**src/edm_pkg.sv**
```systemverilog
// Shared constants, types and bit/phase mapping functions for the phase mapper
package edm_pkg;

   // Symbol and slot timing
   localparam int EDM_CLK_NS   = 4;
   localparam int EDM_SYM_NS   = 1000;
   localparam int EDM_SYM_CYC  = (EDM_SYM_NS + EDM_CLK_NS - 1) / EDM_CLK_NS;
   localparam int EDM_SLOT_US  = 625;
   localparam int EDM_SLOT_SYM = (EDM_SLOT_US * 1000) / EDM_SYM_NS;
   localparam int EDM_CYC_W    = 8;
   localparam int EDM_SLOT_W   = 10;

   // Values after reset
   localparam logic [EDM_CYC_W-1:0]  EDM_CYC_RST   = 8'h00;
   localparam logic [EDM_SLOT_W-1:0] EDM_SLOT_RST  = 10'h000;
   localparam logic [2:0]            EDM_PHASE_RST = 3'h0;

   typedef enum logic [1:0] {EDM_BR, EDM_R2, EDM_R3} edm_rate_t;
   typedef enum logic [2:0] {EDM_ACC, EDM_HDR, EDM_GRD, EDM_SYN, EDM_PAY, EDM_TRL} edm_sect_t;

   typedef struct packed {
      logic      valid;
      edm_sect_t sect;
      edm_rate_t rate;
      logic [2:0] bits;
   } edm_tx_req_t;

   typedef struct packed {
      logic       valid;
      logic       psk;
      logic       fsk_bit;
      logic [1:0] nbits;
      logic [2:0] dphase;
      logic [2:0] phase;
   } edm_tx_sym_t;

   typedef struct packed {
      logic       valid;
      edm_sect_t  sect;
      edm_rate_t  rate;
      logic       fsk_bit;
      logic [2:0] dphase;
   } edm_rx_sym_t;

   typedef struct packed {
      logic       valid;
      logic [1:0] nbits;
      logic [2:0] bits;
   } edm_rx_bits_t;

   // Bits per symbol: multi-bit only inside an enhanced-rate payload
   function automatic logic [1:0] edm_nbits(input edm_sect_t sect, input edm_rate_t rate);
      if (sect != EDM_PAY) begin
         return 2'h1;
      end
      case (rate)
         EDM_R2:  return 2'h2;
         EDM_R3:  return 2'h3;
         default: return 2'h1;
      endcase
   endfunction

   // Bit group to phase change in 45 degree units, modulo eight
   function automatic logic [2:0] edm_map(input logic [1:0] nbits, input logic [2:0] bits);
      logic b1;
      b1 = bits[2] ^ bits[1];
      case (nbits)
         2'h2:    return {bits[1], bits[1] ^ bits[0], 1'b1};
         2'h3:    return {bits[2], b1, b1 ^ bits[0]};
         default: return 3'h0;
      endcase
   endfunction

   // Phase change back to the bit group
   function automatic logic [2:0] edm_demap(input logic [1:0] nbits, input logic [2:0] dph);
      case (nbits)
         2'h2:    return {1'b0, dph[2], dph[2] ^ dph[1]};
         2'h3:    return dph ^ {1'b0, dph[2:1]};
         default: return 3'h0;
      endcase
   endfunction

endpackage

```
**src/edm_demap.sv**
```systemverilog
// Receive demapper: phase change or frequency bit back to data bits
`timescale 1ns/1ps
`default_nettype none
module edm_demap
   import edm_pkg::*;
(
   input  wire logic          clk_sys, // System clock
   input  wire logic          nrst,    // Synchronous reset, active low
   input  wire edm_rx_sym_t   rx_sym,  // Symbol from the front end
   output var  edm_rx_bits_t  rx_bits  // Recovered bits, registered
);
   import edm_pkg::*;

   wire logic [1:0] nb_w  = edm_nbits(rx_sym.sect, rx_sym.rate);
   wire logic [2:0] dat_w = (nb_w == 2'h1) ? {2'h0, rx_sym.fsk_bit}
                                           : edm_demap(nb_w, rx_sym.dphase);
   edm_rx_bits_t bits_nxt;

   always_comb begin
      bits_nxt.valid = rx_sym.valid;
      bits_nxt.nbits = nb_w;
      bits_nxt.bits  = dat_w;
   end

   always_ff @(posedge clk_sys) begin
      if (!nrst) begin
         rx_bits <= '0;
      end else begin
         rx_bits <= bits_nxt;
      end
   end
endmodule
`default_nettype wire

```
**src/edm_mapper.sv**
```systemverilog
// Symbol mapper for basic and enhanced rate packets, with receive demapper
`timescale 1ns/1ps
`default_nettype none
// Function
// - One symbol per microsecond, slot strobe every 625 symbols, in every mode.
// - Basic-rate symbols carry exactly one bit.
// - Enhanced payload carries two or three bits per symbol; other parts one.
// - Packet parts follow access, header, guard, sync, payload, trailer order.
// - Two-bit mode steps phase by plus or minus 45 or 135 degrees only.
// - Two-bit pairs 00,01,11,10 map to +45,+135,-135,-45; demap inverts.
// - Three-bit mode may step phase by any multiple of 45 degrees.
// - Gray triplets map to 0 through -45 degrees; demap inverts.
// - Basic rate sends one frequency-keyed bit per symbol, used outside payload.
module edm_mapper
   import edm_pkg::*;
(
   input  wire logic          clk_sys,  // System clock, 250 MHz
   input  wire logic          nrst,     // Synchronous reset, active low
   input  wire edm_tx_req_t   tx_req,   // Bits and packet part from baseband
   output logic               tx_ready, // Symbol boundary strobe; a valid request is taken this cycle
   output logic               sym_tick, // Symbol boundary strobe
   output logic               slot_tick,// Slot boundary strobe
   output var  edm_tx_sym_t   tx_sym,   // Symbol to the front end, registered
   output logic               seq_err,  // Packet part out of order, registered
   input  wire edm_rx_sym_t   rx_sym,   // Received symbol from the front end
   output var  edm_rx_bits_t  rx_bits   // Demapped bits to baseband
);
   import edm_pkg::*;

   logic [EDM_CYC_W-1:0]  cyc_r;
   logic [EDM_CYC_W-1:0]  cyc_nxt;
   logic [EDM_SLOT_W-1:0] slot_r;
   logic [EDM_SLOT_W-1:0] slot_nxt;
   edm_sect_t             sect_r;
   edm_rate_t             rate_r;
   logic                  seq_err_r;
   logic                  seq_err_nxt;
   logic                  in_pkt_r;
   edm_tx_sym_t           sym_nxt;

   // Symbol and slot timing
   wire logic cyc_end_w  = (cyc_r == EDM_CYC_W'(EDM_SYM_CYC - 1));
   wire logic slot_end_w = (slot_r == EDM_SLOT_W'(EDM_SLOT_SYM - 1));
   assign cyc_nxt   = cyc_end_w ? EDM_CYC_RST : cyc_r + 8'h01;
   assign slot_nxt  = !cyc_end_w ? slot_r : (slot_end_w ? EDM_SLOT_RST : slot_r + 10'h001);
   assign sym_tick  = cyc_end_w;
   assign slot_tick = cyc_end_w && slot_end_w;

   // A request is taken only on the symbol boundary
   wire logic take_w = tx_req.valid && cyc_end_w;
   assign tx_ready = cyc_end_w;

   // Payload rate is held from the last non-payload symbol
   wire edm_rate_t rate_use_w = (tx_req.sect == EDM_PAY) ? rate_r : tx_req.rate;
   wire logic [1:0] nb_w      = edm_nbits(tx_req.sect, rate_use_w);
   wire logic [2:0] dph_w     = edm_map(nb_w, tx_req.bits);

   // Part order: enhanced packets step one part at a time, basic skip guard, sync and trailer
   wire logic first_w  = (tx_req.sect == EDM_ACC);
   wire logic same_w   = in_pkt_r && (tx_req.sect == sect_r);
   wire logic step_w   = in_pkt_r && (tx_req.sect == edm_sect_t'(sect_r + 3'h1));
   wire logic br_jmp_w = in_pkt_r && (rate_r == EDM_BR) && (sect_r == EDM_HDR) && (tx_req.sect == EDM_PAY);
   wire logic br_bad_w = (rate_r == EDM_BR) && (tx_req.sect == EDM_GRD || tx_req.sect == EDM_SYN
                                                || tx_req.sect == EDM_TRL);
   wire logic order_ok_w = first_w || ((same_w || step_w || br_jmp_w) && !br_bad_w);

   always_comb begin
      seq_err_nxt = seq_err_r;
      if (take_w && first_w) begin
         seq_err_nxt = 1'b0;
      end
      if (take_w && !order_ok_w) begin
         seq_err_nxt = 1'b1;
      end
   end
   assign seq_err = seq_err_r;

   always_comb begin
      sym_nxt = tx_sym;
      if (cyc_end_w) begin
         sym_nxt.valid = take_w;
      end
      if (take_w) begin
         sym_nxt.nbits   = nb_w;
         sym_nxt.psk     = (nb_w != 2'h1);
         sym_nxt.fsk_bit = (nb_w == 2'h1) ? tx_req.bits[0] : 1'b0;
         sym_nxt.dphase  = dph_w;
         sym_nxt.phase   = tx_sym.phase + dph_w;
      end
   end

   always_ff @(posedge clk_sys) begin
      if (!nrst) begin
         cyc_r <= EDM_CYC_RST;
         slot_r <= EDM_SLOT_RST;
      end else begin
         cyc_r <= cyc_nxt;
         slot_r <= slot_nxt;
      end
   end

   always_ff @(posedge clk_sys) begin
      if (!nrst) begin
         sect_r    <= EDM_ACC;
         rate_r    <= EDM_BR;
         in_pkt_r  <= 1'b0;
         seq_err_r <= 1'b0;
      end else begin
         seq_err_r <= seq_err_nxt;
         if (take_w) begin
            sect_r   <= tx_req.sect;
            in_pkt_r <= (tx_req.sect != EDM_TRL);
            if (tx_req.sect != EDM_PAY) begin
               rate_r <= tx_req.rate;
            end
         end
      end
   end

   always_ff @(posedge clk_sys) begin
      if (!nrst) begin
         tx_sym       <= '0;
         tx_sym.phase <= EDM_PHASE_RST;
      end else begin
         tx_sym <= sym_nxt;
      end
   end

   edm_demap u_demap (
      .clk_sys (clk_sys),
      .nrst    (nrst),
      .rx_sym  (rx_sym),
      .rx_bits (rx_bits)
   );
endmodule
`default_nettype wire

```
**config.mk**
```make
export PLATFORM = sky130hd
export DESIGN_NAME = edm_mapper
export DESIGN_NICKNAME = d
export VERILOG_FILES = /design/src/edm_pkg.sv /design/src/edm_demap.sv /design/src/edm_mapper.sv
export SDC_FILE = /design/constraint.sdc
export NUM_CORES = 1
export LEC_CHECK = 0
export BUFFER_PORTS_ARGS = -buffer_cell sky130_fd_sc_hd__buf_2
export CORE_ASPECT_RATIO = 1.75
export CORE_MARGIN = 4
export CORE_UTILIZATION = 55
export CTS_CLUSTER_DIAMETER = 80
export CTS_CLUSTER_SIZE = 40
export DETAILED_ROUTE_END_ITERATION = 10
export PLACE_DENSITY = 0.78
export REMOVE_ABC_BUFFERS = 1
export SYNTH_ARGS = -nofsm -noshare
export SYNTH_HDL_FRONTEND = slang
export SYNTH_HIERARCHICAL = 1
export SYNTH_SLANG_ARGS = --single-unit
```
**constraint.sdc**
```tcl
create_clock -name clk_sys -period 11.65 [get_ports clk_sys]
set_input_delay 2.33 -clock clk_sys [delete_from_list [all_inputs] [get_ports clk_sys]]
set_output_delay 2.33 -clock clk_sys [all_outputs]
set_load 0.05 [all_outputs]
```
---- Word-level counts from Yosys, hierarchy flattened ----
Index checks and enable logic that the tools add are counted.
operators by class
  bitwise logic cells ..................... 6
  mux-type cells .......................... 16
  order comparisons ....................... 0
  equal/unequal tests ..................... 23
  multiply operators ...................... 0
  shift operators ......................... 0
  divide/modulo/power cells ............... 0
  reduce and logical (&&, ||, !) cells .... 24
  add/subtract/negate cells ............... 4
operator list
  cell                                           count
  == test 2 bit, second input constant           6
  case mux 3 bit (2 select lines)                2
  logical AND 1 bit                              11
  adder 10 x 1 -> 10 bit, second input constant  1
  == test 10 bit, second input constant          1
  two-way mux 10 bit                             1
  two-way mux 2 bit                              5
  != test 3 bit, second input constant           3
  adder 8 x 1 -> 8 bit, second input constant    1
  == test 2 x 1 -> 1 bit, second input constant  4
  == test 8 bit, second input constant           1
  case mux 2 bit (2 select lines)                2
  == test 3 x 2 -> 1 bit, second input constant  2
  == test 3 bit                                  2
  == test 3 bit, second input constant           2
  two-way mux 1 bit                              6
  logical OR 1 bit                               5
  OR reduction 2 bit                             2
  bitwise XOR 1 bit                              4
  adder 3 x 1 -> 3 bit, second input constant    1
  adder 3 bit                                    1
  == test 3 x 1 -> 1 bit, second input constant  1
  zero test 3 bit                                1
  bitwise XOR 3 x 2 -> 3 bit                     1
  other kinds (6)                                7
word-level totals
  logic and storage cells ................. 89
  RAM bits ................................ 0
  register bits after elaboration ......... 42
  memories ................................ 0
  bits of input ports ..................... 21
  output and inout bits ................... 21
  bits in read-only memories .............. 0
  bits in latches ......................... 0

---- Depth between registers and ports, before layout ----
  depth after elaboration ................. 10
  mapped depth ............................ 12
  mapped depth without buffers ............ 11

---- Hierarchy ----
The synthesis kept the hierarchy.
by module, submodules not included
  module      times used  area each (um^2)  cells each  sequential area each (um^2)
  edm_mapper  1           1829.3            212         720.7
  edm_demap   1           247.7             22          120.1

---- Worst setup path after synthesis ----
OpenSTA, ideal clock, no wires.
  kind .................................... input port to flip-flop
  from .................................... input tx_req[7] (netlist name)
  to ...................................... register tx_sym[2] (netlist name)
  arrival ................................. 5586 ps
  setup slack ............................. 5994 ps
  buffers on the path ..................... 1
  data required time ...................... 11580 ps
  library setup time ...................... 70 ps
  stages on the path ...................... 12
  path through ............................ buf_2 -> nor3b_1 -> mux2_2 -> ha_1 -> or4b_4 -> a21oi_1 -> ha_1 -> inv_1 -> fa_1 -> o21a_1 -> or4_1 -> a21oi_1
on the way
  longest elaborated chain between the ends .. 8
  elaborated cells on any way between the ends .. 12
  those cells by class .................... add/sub (1); eq/ne (6); mux (5)
ends and longest elaborated chain
  what                                                     RTL line           source
  from (decl)                                              edm_mapper.sv:19   input wire edm_tx_req_t tx_req,
  == test 3 bit                                            edm_mapper.sv:54   wire edm_rate_t rate_use_w = (tx_req.sect == EDM_PAY) ? rate_r : tx_req.rate;
  two-way mux 2 bit                                        edm_mapper.sv:54
  == test 2 bit or == test 2 x 1 -> 1 bit (tied branches)  edm_pkg.sv:56      case (rate)
  case mux 2 bit (2 select lines)                          edm_pkg.sv:56
  two-way mux 2 bit *                                      edm_pkg.sv:56
  == test 2 bit                                            edm_pkg.sv:67      case (nbits)
  case mux 3 bit (2 select lines) *                        edm_pkg.sv:67
  via dph_w[0]                                             edm_mapper.sv:56   wire logic [2:0] dph_w = edm_map(nb_w, tx_req.bits);
  adder 3 bit *                                            edm_mapper.sv:88   sym_nxt.phase = tx_sym.phase + dph_w;
  to (signal assigned)                                     edm_mapper.sv:125  tx_sym <= sym_nxt;
  to (decl)                                                edm_mapper.sv:23   output var edm_tx_sym_t tx_sym,
The timed path passes the listed nets; every way through them passes the cells marked *.
A chain may end at the register's enable or synchronous reset.

---- Worst setup path after layout ----
Same ends and word-level chain as after synthesis.

==> impl_metrics.py <==
metrics = {
    "status": {
        "outcome": "complete, no violations",
    },
    "worst_setup_path": {
        "critical_path.endpoint_type": "register",
        "crit_path_cell_trace": "buf_2 -> nor3b_1 -> mux2_2 -> ha_1 -> or4b_4 -> a21oi_1 -> ha_1 -> inv_1 -> fa_1 -> o21a_1 -> or4_1 -> a21oi_1",
        "required_ns": 11.87,
        "worst_path_largest_cell_delay_ns": 0.65,
        "worst-endpoint-arrival_ns": 5.91,
        "critical-path-slowest-cell": "sky130_fd_sc_hd__nor3b_1",
        "worst_path_fanout_max": 8,
        "critPathLaunchType": "primary input",
        "critPathKind": "primary input to register",
    },
    "global_route": {
        "via_count_of_the_first_global_routing_pass": 1719,
        "grt_use_total": 0.203,
        "grt.overflow.total": 0,
        "global_route_wire_length_before_repair_mm": 7.25,
        "grt_max_degree": 21,
        "antenna_found_initial": 0,
    },
    "sta": {
        "finalSetupViolations": 0,
        "finClkSkew_ns": 0.00946,
        "grt_setup_unrepaired": "false",
        "fin_crit_ns": 5.69,
        "clock.fmax_mhz": 176,
        "tns_ns": 0,
        "transition_at_the_pin_with_the_smallest_max_transition_slack_ns": 1.07,
        "hold_violations": 0,
        "fin_worst_hold_slack_ns": 0.456,
        "period_utilisation_layout": 0.488,
        "final-max-slew-violation-count": 0,
        "max_slew_margin": 0.285,
    },
    "power_and_ir_drop": {
        "power_per_cell_area_nw_per_um2": 111,
        "static-leakage-power_nw": 0.956,
        "ir_drop_uv": 105,
    },
    "finish": {
        "drive_gt1_frac": 0.197,
        "design_area_sq_um": 2380,
        "fill_cells": 325,
        "finalNetCount": 304,
        "layout-area-overhead-vs-synth_pct": 14.8,
        "insertedDiodeCount": 0,
    },
    "synthesis": {
        "synth_seq_area_share": 0.405,
        "ys_dominant_reg_cell": "sky130_fd_sc_hd__dfxtp_1",
        "postSynth.asyncResetShare": 0,
        "synth-edff-count": 0,
        "synth.lib_cells_used.distinct": 48,
        "synth_largest_type_area_fraction": 0.405,
        "synthTopCellsByArea": "sky130_fd_sc_hd__dfxtp_1 40%, sky130_fd_sc_hd__nor2_1 6.0%, sky130_fd_sc_hd__xnor2_1 5.5%, sky130_fd_sc_hd__ha_1 5.4%, sky130_fd_sc_hd__mux2i_1 3.9%",
        "synth_cells": 234,
        "synth_seq_cells": 42,
        "synth.cell_area_sq_um": 2080,
        "avgSynthCellArea_sq_um": 8.88,
        "yosysTopAreaCell": "sky130_fd_sc_hd__dfxtp_1",
        "synth-warning-count": 6,
    },
    "cts": {
        "ctsHtreeMaxLevel": 2,
        "post_cts_resize_count": 0,
        "cts-root-buf": "sky130_fd_sc_hd__clkbuf_8",
        "cts_hold_repair.buffers": 0,
        "worst_skew_pair.late_latency_ns": 0.30,
        "cts_num_sinks": 42,
        "cts_setup_buffers": 0,
        "cts_tree": "built",
        "numCtsBuffers": 5,
        "clock_pin_slew_reported_for_the_worst_setup_and_hold_paths_after_clock_tree_synthesis_ns": 0.08,
        "buffer_depth_of_the_longest_clock_path": 2,
    },
    "placed_design": {
        "place_congestion": 0.760,
        "placed_cell_area_sq_um": 2290,
        "place.port_buffers": 41,
        "post-dp-hpwl_mm": 3.22,
    },
    "hold_path": {
        "worstHoldPathType": "register to register",
    },
    "route": {
        "final_antenna_net_count": 0,
        "drt-vias-per-instance": 5.43,
        "drt_iter0_drc": 20,
        "total_number_of_vias": 1736,
        "routed_wire_length_per_instance_microns": 13.2,
        "remaining_drc_errors": 0,
        "detail_route.wirelength_mm": 4.22,
        "drt_first_pass_iters": 4,
    },
    "die": {
        "num_rows": 29,
        "pin_count": 42,
        "die_y_microns": 89.3,
        "design.die.area_sq_um": 4860,
        "initial_core_util": 0.572,
        "die_w_microns": 54.5,
        "core_sq_um": 3630,
    },
    "run": {
        "drv_cap": 0,
    },
}
## cell usage in the layout (no fill, tap or decap), drive strengths merged, types with 2 or more instances in the layout
master,synthesis,final
o21a,2,2
nand3,11,11
mux2i,8,8
nand3b,2,2
inv,14,14
nand4b,3,3
xnor2,13,13
or4,2,2
nor3b,2,2
nand2,17,17
or2,2,2
xor2,7,7
nor2,33,33
o31ai,2,2
nor4,5,5
o21ai,4,4
and3,4,4
clkbuf,5,7
dfxtp,42,42
ha,9,9
buf,4,41
nor3,7,7
a21boi,2,2
nand4,3,3
xnor3,2,2
a21oi,14,14
## through the flow
step / util / power [mW] / cells / setup WS (ns)
6_report: 0.657 / 0.266 / 320 / 5.96
5_1_grt: 0.657 / 0.277 / 320 / 5.83
4_1_cts: 0.657 / 0.268 / 320 / 5.98
3_5_place_dp: 0.632 / 0.172 / 312 / 5.64
3_3_place_gp: 0.632 / 0.171 / 312 / 5.80
2_1_floorplan: - / 0.164 / 225 / 6.16
## logic make-up (layout without fill, tap and decap cells)
| logic type | count (synthesis) | in the layout | synth area share |
|---|---|---|---|
| and+or+nand+nor | 98 | 98 | 0.243 |
| buffers and inverters | 23 | 63 | 0.0482 |
| muxes | 9 | 9 | 0.0440 |
| adders and majority gates | 10 | 10 | 0.0639 |
| AOI/OAI and AO/OA | 30 | 30 | 0.0904 |
| DFF | 42 | 42 | 0.405 |
| xor gates and xnor gates | 22 | 22 | 0.106 |
## final timing paths
kind              cells after the start       from        end  slack (ns)
setup / recovery                     12  tx_req[7]  tx_sym[2]        5.96
hold / removal                        2  tx_sym[4]  tx_sym[4]        0.46
setup reg to reg                     10  rate_r[0]  tx_sym[2]        8.65
hold reg to reg                       2  tx_sym[4]  tx_sym[4]        0.46
## power breakdown
part / internal, mW / total, mW / leakage (nW) / switching, mW
clock network: 0.0478 / 0.0968 / 0.0482 / 0.0490
registers: 0.145 / 0.146 / 0.340 / 0.00107
logic: 0.00946 / 0.0227 / 0.568 / 0.0133
total: 0.202 / 0.266 / 0.956 / 0.0634
## layout make-up
type	count	area (sq um)	share of cell area
flip-flops and latches	42	841	0.353
repair buffers	41	205	0.0861
multi-input cells	169	1140	0.477
well taps	46	57.6	0.0241
clock buffers	7	86.3	0.0362
clock inverters	1	5.00	0.00210
inverters	14	52.6	0.0220
## metal layers
metal | part of all wire | track usage | routed length (microns)
met2 | 0.52 | 0.376 | 2200
met3 | 0.050 | 0.0417 | 212
met1 | 0.41 | 0.207 | 1720
met4 | 0.021 | 0.0952 | 87
met5 | 0 | 0 | 0
## synthesized netlist by cell type, types with 7 or more instances
cell type                  n
sky130_fd_sc_hd__a21oi_1  14
sky130_fd_sc_hd__nand2_1  17
sky130_fd_sc_hd__dfxtp_1  42
sky130_fd_sc_hd__nand3_1  11
sky130_fd_sc_hd__inv_1    14
sky130_fd_sc_hd__ha_1      9
sky130_fd_sc_hd__nor3_1    7
sky130_fd_sc_hd__xor2_1    7
sky130_fd_sc_hd__mux2i_1   8
sky130_fd_sc_hd__xnor2_1  13
sky130_fd_sc_hd__nor2_1   33
## sequential cells by signal, indices dropped and copies added, names as in the netlist
register         cells
tx_sym              11
slot_r              10
cyc_r                8
u_demap/rx_bits      6
sect_r               3
rate_r               2
in_pkt_r             1
seq_err              1
## worst max-delay path: cells and delay by family
| family | cells | cell delay (ns) |
|---|---|---|
| mux | 1 | 0.43 |
| simple gates | 3 | 1.58 |
| fa+ha+maj | 3 | 0.89 |
| buf+inv | 2 | 0.21 |
| compound gates | 3 | 0.47 |
No activity file was read; power rests on OpenSTA's default activity.
